<file path="src/nsalu_pkg.sv">
package nsalu_pkg;
  localparam int DATA_W = 8;
  localparam int NIB_W = 4;
  localparam int FADDR_W = 7;
  localparam logic [DATA_W-1:0] ACC_RST = 8'h00;
  localparam logic CARRY_RST = 1'b0;
  localparam logic DEST_ACC = 1'b0;
  localparam logic DEST_FILE = 1'b1;
  // opcode select for the slice
  typedef enum logic [1:0]
  {
    OP_NONE,
    OP_NIBBLE_EXCHANGE,
    OP_REG_MINUS_ACC,
    OP_LITERAL_MINUS_ACC
  } nsalu_op_e;
endpackage

</file>
<file path="src/nsalu_core.sv">
// Notes on behaviour
// - swap exchanges file nibbles, flags untouched
// - dest bit 0 to accumulator, 1 to file except for the literal subtract
// - subtract sets carry when difference positive
// - subtract sets carry when difference zero
// - borrow clears carry, difference wraps mod 256
module nsalu_core
  import nsalu_pkg::*;
(
  input wire logic sys_clk,
  input wire logic rst,
  input wire logic instrValid,
  input wire nsalu_op_e opSel,
  input wire logic destSel,
  input wire logic [FADDR_W-1:0] fileAddr,
  input wire logic [DATA_W-1:0] fileRdData,
  input wire logic [DATA_W-1:0] literal,
  output logic [DATA_W-1:0] acc_q,
  output logic carry_q,
  output logic fileWrEn_q,
  output logic [FADDR_W-1:0] fileWrAddr_q,
  output logic [DATA_W-1:0] fileWrData_q
);
  // ***************************************************
  // datapath
  // ***************************************************
  logic [DATA_W-1:0] swapped;
  logic [DATA_W-1:0] subMin;
  logic [DATA_W-1:0] diff;
  logic subCarry;
  logic isSub;
  logic toFile;
  logic [DATA_W-1:0] result;

  function automatic logic [DATA_W-1:0] nibSwap(input logic [DATA_W-1:0] v);
    nibSwap = {v[NIB_W-1:0], v[DATA_W-1:NIB_W]};
  endfunction

  assign swapped = nibSwap(fileRdData);
  assign subMin = (opSel == OP_LITERAL_MINUS_ACC) ? literal : fileRdData;
  assign isSub = instrValid && (opSel == OP_REG_MINUS_ACC || opSel == OP_LITERAL_MINUS_ACC);
  // the literal form always lands in the accumulator
  assign toFile = instrValid && destSel == DEST_FILE && opSel != OP_LITERAL_MINUS_ACC
    && opSel != OP_NONE;
  assign result = (opSel == OP_NIBBLE_EXCHANGE) ? swapped : diff;

  nsalu_sub #(.WIDTH(DATA_W)) uSub
  (
    .minuend(subMin),
    .subtrahend(acc_q),
    .diff(diff),
    .carryOut(subCarry)
  );

  // ***************************************************
  // state
  // ***************************************************
  always_ff @(posedge sys_clk)
  begin
    if (rst)
      acc_q <= ACC_RST;
    else if (instrValid && opSel != OP_NONE && !toFile)
      acc_q <= result;
  end

  always_ff @(posedge sys_clk)
  begin
    if (rst)
      carry_q <= CARRY_RST;
    else if (isSub)
      carry_q <= subCarry;
  end

  always_ff @(posedge sys_clk)
  begin
    if (rst)
    begin
      fileWrEn_q <= 1'b0;
      fileWrAddr_q <= '0;
      fileWrData_q <= '0;
    end
    else
    begin
      fileWrEn_q <= toFile;
      if (toFile)
      begin
        fileWrAddr_q <= fileAddr;
        fileWrData_q <= result;
      end
    end
  end
endmodule

</file>
<file path="src/nsalu_sub.sv">
module nsalu_sub
  import nsalu_pkg::*;
#(
  parameter int WIDTH = DATA_W
)
(
  input wire logic [WIDTH-1:0] minuend,
  input wire logic [WIDTH-1:0] subtrahend,
  output logic [WIDTH-1:0] diff,
  output logic carryOut
);
  logic [WIDTH:0] wide;
  // carry is the inverted borrow: set for positive or zero
  always_comb
  begin
    wide = {1'b0, minuend} - {1'b0, subtrahend};
    diff = wide[WIDTH-1:0];
    carryOut = ~wide[WIDTH];
  end
endmodule

</file>
<file path="config.mk">
export PLATFORM = sky130hd
export DESIGN_NAME = nsalu_core
export DESIGN_NICKNAME = d
export VERILOG_FILES = /design/src/nsalu_pkg.sv /design/src/nsalu_core.sv /design/src/nsalu_sub.sv
export SDC_FILE = /design/constraint.sdc
export NUM_CORES = 1
export LEC_CHECK = 0
export BUFFER_PORTS_ARGS = -buffer_cell sky130_fd_sc_hd__buf_2
export CAP_MARGIN = 10
export CELL_PAD_IN_SITES_DETAIL_PLACEMENT = 1
export CELL_PAD_IN_SITES_GLOBAL_PLACEMENT = 1
export CORE_MARGIN = 2
export CORE_UTILIZATION = 39
export CTS_CLUSTER_DIAMETER = 100
export DETAILED_ROUTE_END_ITERATION = 8
export HOLD_SLACK_MARGIN = 0.05
export PLACE_DENSITY_LB_ADDON = 0.1
export RECOVER_POWER = 100
export REMOVE_ABC_BUFFERS = 1
export SETUP_SLACK_MARGIN = 0.4
export SLEW_MARGIN = 5
export SYNTH_ARGS = -nofsm -noshare
export SYNTH_HDL_FRONTEND = slang
export SYNTH_HIERARCHICAL = 1
export SYNTH_SLANG_ARGS = --single-unit
</file>
<file path="constraint.sdc">
create_clock -name sys_clk -period 4.9 [get_ports sys_clk]
set_input_delay 0.735 -clock sys_clk [delete_from_list [all_inputs] [get_ports sys_clk]]
set_output_delay 0.735 -clock sys_clk [all_outputs]
set_load 0.01 [all_outputs]
</file>
# Yosys cells after proc, flatten, opt, wreduce, memory -nomap -nowiden
# Index checks and enable logic that the tools add are counted.
# totals
register_bits	25
input_bits	29
output_inout_bits	25
elab_cells	22
# classes
add_sub_neg	1
eq_ne	4
n_mux	2
bitwise	1
n_reduce_logical	9
# ops
cell	n
$mux W8	2
$sub A8 B8 Y9	1
$logic_and A1 B1 Y1	6
$eq A2 B2 Y1 const B	2
$eq A2 B1 Y1 const B	1
$ne A2 B2 Y1 const B	1
$reduce_bool A2 Y1	1
$logic_not A1 Y1	1
$logic_or A1 B1 Y1	1
$not A1 Y1	1

# Depth between registers and ports, before layout
# logic_depth
depth_word	5
mapped_depth	13
ltp_nobuf	12

# Modules after synthesis
# Netlist, hierarchy kept.
# by_module_without_submodules
mod	instances	cells_per_inst	area_per_inst_um2	seq_area_each_um2
nsalu_core	1	144	1258.7	500.5
nsalu_sub	1	49	354.1	0.0

# Worst setup path after synthesis
# OpenSTA, ideal clock, no wires.
# synth_timing
path_kind	input -> register
start	input port opSel[1]
end	register acc_q[6]
setup_time_ns	0.115
arrival_ns	2.999
slack_ns	1.786
stages	13
cell_sequence	buf_4 nand2_1 mux2_2 inv_1 ha_1 fa_1 nor2b_4 o21ai_2 a21boi_2 o21ai_1 a21oi_2 o22ai_1 a2111oi_0
# synth_lines
element	line_no	source
start: declaration	nsalu_core.sv:13	input wire nsalu_op_e opSel,
$eq A2 B2 Y1	nsalu_core.sv:40	assign subMin = (opSel == OP_LITERAL_MINUS_ACC) ? literal : fileRdData;
$mux W8	nsalu_core.sv:40	
via subMin[0]	nsalu_core.sv:28	logic [DATA_W-1:0] subMin;
$sub A8 B8 Y9	nsalu_sub.sv:16	wide = {1'b0, minuend} - {1'b0, subtrahend};
via diff[6]	nsalu_core.sv:29	logic [DATA_W-1:0] diff;
$mux W8	nsalu_core.sv:45	assign result = (opSel == OP_NIBBLE_EXCHANGE) ? swapped : diff;
end signal: assignment	nsalu_core.sv:63	acc_q <= result;
end: declaration	nsalu_core.sv:18	output logic [DATA_W-1:0] acc_q,
# The timed path passes the listed nets, and every way through them passes these cells.
# A chain may end at the register's enable or synchronous reset.

# Final worst setup path
# Ends and elaborated chain as after synthesis.

==> key figures <==
GRT
  • M2 GR Usage: 0.340
  • Met1 Use GR: 0.263
  • Largest net degree at the start of global routing: 26
  • Busiest grt layer: met2
  • Met3 usage: 0.0263
  • Number of global-route vias before repair: 1464
  • Total gr overflow: 0
  • First-pass GRT wire length: 6.99 mm
  • Tot GR Track Use: 0.200
  • Initial antenna violation count: 0

Timing
  • RSZ-0062 raised after global routing: false
  • Slew headroom: 0.363
  • Final setup violation count: 0
  • Final Max Tran Viols: 0
  • Setup tns final: 0 ns
  • WHS: 0.459 ns
  • Least-Margin Pin Slew: 0.956 ns
  • Fmax: 260 MHz
  • Min cycle time layout: 3.85 ns
  • Final hold vios: 0
  • Period utilization: 0.785
  • Clk_skew: 0.00433 ns

Floorplan
  • # IOs: 54
  • Die Y: 68.3 microns
  • Initial core utilization: 0.403
  • Die area: 4670 sq um
  • Core area: 4000 sq um
  • Die width: 68.3 microns
  • Rows: 23

Worst setup path
  • R2R cell count: 9
  • Worst Path Required: 5.04 ns
  • Critical Path Sink Type: flip-flop
  • CP Launch Type: input pin
  • CP arrival: 3.99 ns
  • Max FO, Critical Path: 8
  • Kind of critical path: in -> reg
  • Reg2reg end: acc_q[6]
  • R2R Setup Slk: 2.26 ns
  • R2r startpoint: acc_q[0]

Logic synthesis
  • Synthesized area per cell: 8.36 sq um
  • Cell with the most instances after synthesis: nand2_1
  • Yosys reg bits: 25
  • Warnings from Yosys: 6
  • Register area share after synthesis: 0.310
  • Cell Area, Synth: 1610 sq um
  • Synth area leaders: dfxtp_1 31%, nand2_1 7.9%, ha_1 6.2%, a21oi_1 5.6%, mux2_2 5.6%
  • Synth unique cells: 38
  • Area leader, netlist: dfxtp_1
  • Synth top area share: 0.310
  • Most used DFF post-synth: dfxtp_1
  • Post-synth ARST share: 0
  • Top post-synthesis cells by count: 34 x nand2_1, 25 x dfxtp_1, 18 x a21oi_1, 18 x nor2_1, 13 x inv_1
  • EDFF count, synth: 0
  • Mapped Cells: 193

Clock tree
  • Hold-fix buffers, CTS: 0
  • Maximum buffer depth of the clock tree: 2
  • CTS tree: built
  • # clock sinks: 25
  • Clk pin slew, worst setup/hold paths: 0.09 ns
  • Max H-tree Level: 1
  • TritonCTS Buffers: 3
  • Post-CTS sizing: 0
  • Clock insertion delay at the later pin of the skew report: 0.27 ns
  • Post-CTS Setup Inserts: 0
  • Root buf cell: clkbuf_8

Final layout
  • Layout cell share with drive strength beyond 1: 0.213
  • Layout area overhead: 14.7%
  • Fillcell total: 538
  • Finished Layout Cells: 290
  • Finished Cell Area: 1850 sq um
  • Final nets: 279
  • Final core utilization: 0.462
  • ANT cells: 0

Run status
  • Status: completed

Hold path
  • Hold WC Path Type: reg -> reg
  • HP Start: fileWrAddr_q[2]
  • Hold Path Sink: fileWrAddr_q[2]
  • Hold path depth: 2

Route
  • DR WL/cell: 15.5 microns
  • Post-Route WL: 4.50 mm
  • DRC: 0
  • Initial DRC count: 64
  • Drt pass-1 iters: 4
  • Via density: 5.20
  • ANT nets after route: 0
  • Vias: 1508

Pwr
  • Sw Ratio: 0.345
  • PD cells: 286 nW/um^2
  • Comb power frac: 0.342
  • Internal power: 0.346 mW
  • Static leakage power: 0.727 nW
  • P_sw: 0.183 mW
  • Clk pwr share: 0.231
  • Worst VDD drop: 0.105 mV
  • Sequential power share: 0.427

Place
  • HPWL after DPL: 3.45 mm
  • Final Wtd Congestion: 0.837
  • Placed cell areas: 1860 sq um
  • PortBufs: 53
  • Placed instance count: 286

Job
  • Max-Cap Viols: 0
==> power by group through the flow <==
stage | Clock (mW) | Sequential [mW] | Combinational, mW
after floorplan | 0 | 0.236 | 0.120
after global placement | 0 | 0.230 | 0.188
after detailed placement | 0 | 0.230 | 0.190
after CTS | 0.129 | 0.225 | 0.191
after global routing | 0.136 | 0.228 | 0.204
final | 0.122 | 0.226 | 0.181
==> cell type report <==
type | count | area [sq um] | share of cell area
inverters | 14 | 55.1 | 0.0298
clock inverters | 1 | 5.00 | 0.00271
flip-flops and latches | 25 | 500 | 0.271
multi-input cells | 144 | 952 | 0.515
clock buffers | 3 | 41.3 | 0.0223
well taps | 50 | 62.6 | 0.0338
repair buffers | 53 | 233 | 0.126
==> sequential cells by signal, summed over array words and instances, names as in the netlist <==
| name | cells |
|---|---|
| acc_q | 8 |
| fileWrData_q | 8 |
| fileWrAddr_q | 7 |
| carry_q | 1 |
| fileWrEn_q | 1 |
==> worst max-delay path, cell delays in order <==
cell       delay, ns
clkbuf_1        0.37
nand2_1         0.35
mux2_2          0.31
inv_1           0.04
ha_1            0.22
fa_1            0.45
nor2b_4         0.12
o21ai_0         0.12
a21boi_2        0.23
o21ai_0         0.14
a21oi_1         0.34
o22ai_1         0.12
a2111oi_0       0.42
==> metrics by stage <==
stage / setup WS (ns) / total power [mW]
after global placement: 1.27 / 0.418
after floorplan: 1.95 / 0.356
after global routing: 0.602 / 0.567
after detailed placement: 1.27 / 0.420
final: 1.05 / 0.529
after CTS: 1.55 / 0.546
==> cells in the final DEF (no fill, tap or decap), drive strengths merged, types with 2 or more instances in the layout <==
master / instances
dfxtp: 25
a2111oi: 8
a21boi: 2
buf: 27
inv: 14
nor2b: 4
clkbuf: 29
nand2: 35
ha: 8
o21ai: 2
xnor2: 4
nor2: 23
o21a: 3
a311oi: 8
a21oi: 19
o22ai: 9
nand3: 3
mux2: 8
==> worst max path at each step <==
stage	start	to	slack, ns	cells after the start
floorplan	opSel[1]	acc_q[6]	1.95	12
global placement	opSel[1]	acc_q[6]	1.27	13
detailed placement	opSel[1]	acc_q[6]	1.27	13
CTS	opSel[1]	acc_q[6]	1.55	13
global route	opSel[1]	acc_q[6]	0.60	13
finish	opSel[1]	acc_q[6]	1.05	13
==> logic make-up after synthesis <==
kind of cell | share of synthesized area
XOR/XNOR | 0.0318
buffers and inverters | 0.0861
flip-flops | 0.310
AND/OR/NAND/NOR | 0.188
multiplexers | 0.0559
adder cells (fa/ha/maj) | 0.0807
AO/OA/AOI/OAI | 0.247
==> layer usage <==
layer | routed length, microns | part of all wire
met1 | 2130 | 0.47
met2 | 2170 | 0.48
met3 | 180 | 0.040
met4 | 23 | 0.0051
met5 | 0 | 0
Note: power is estimated with default switching activity, not from simulation.
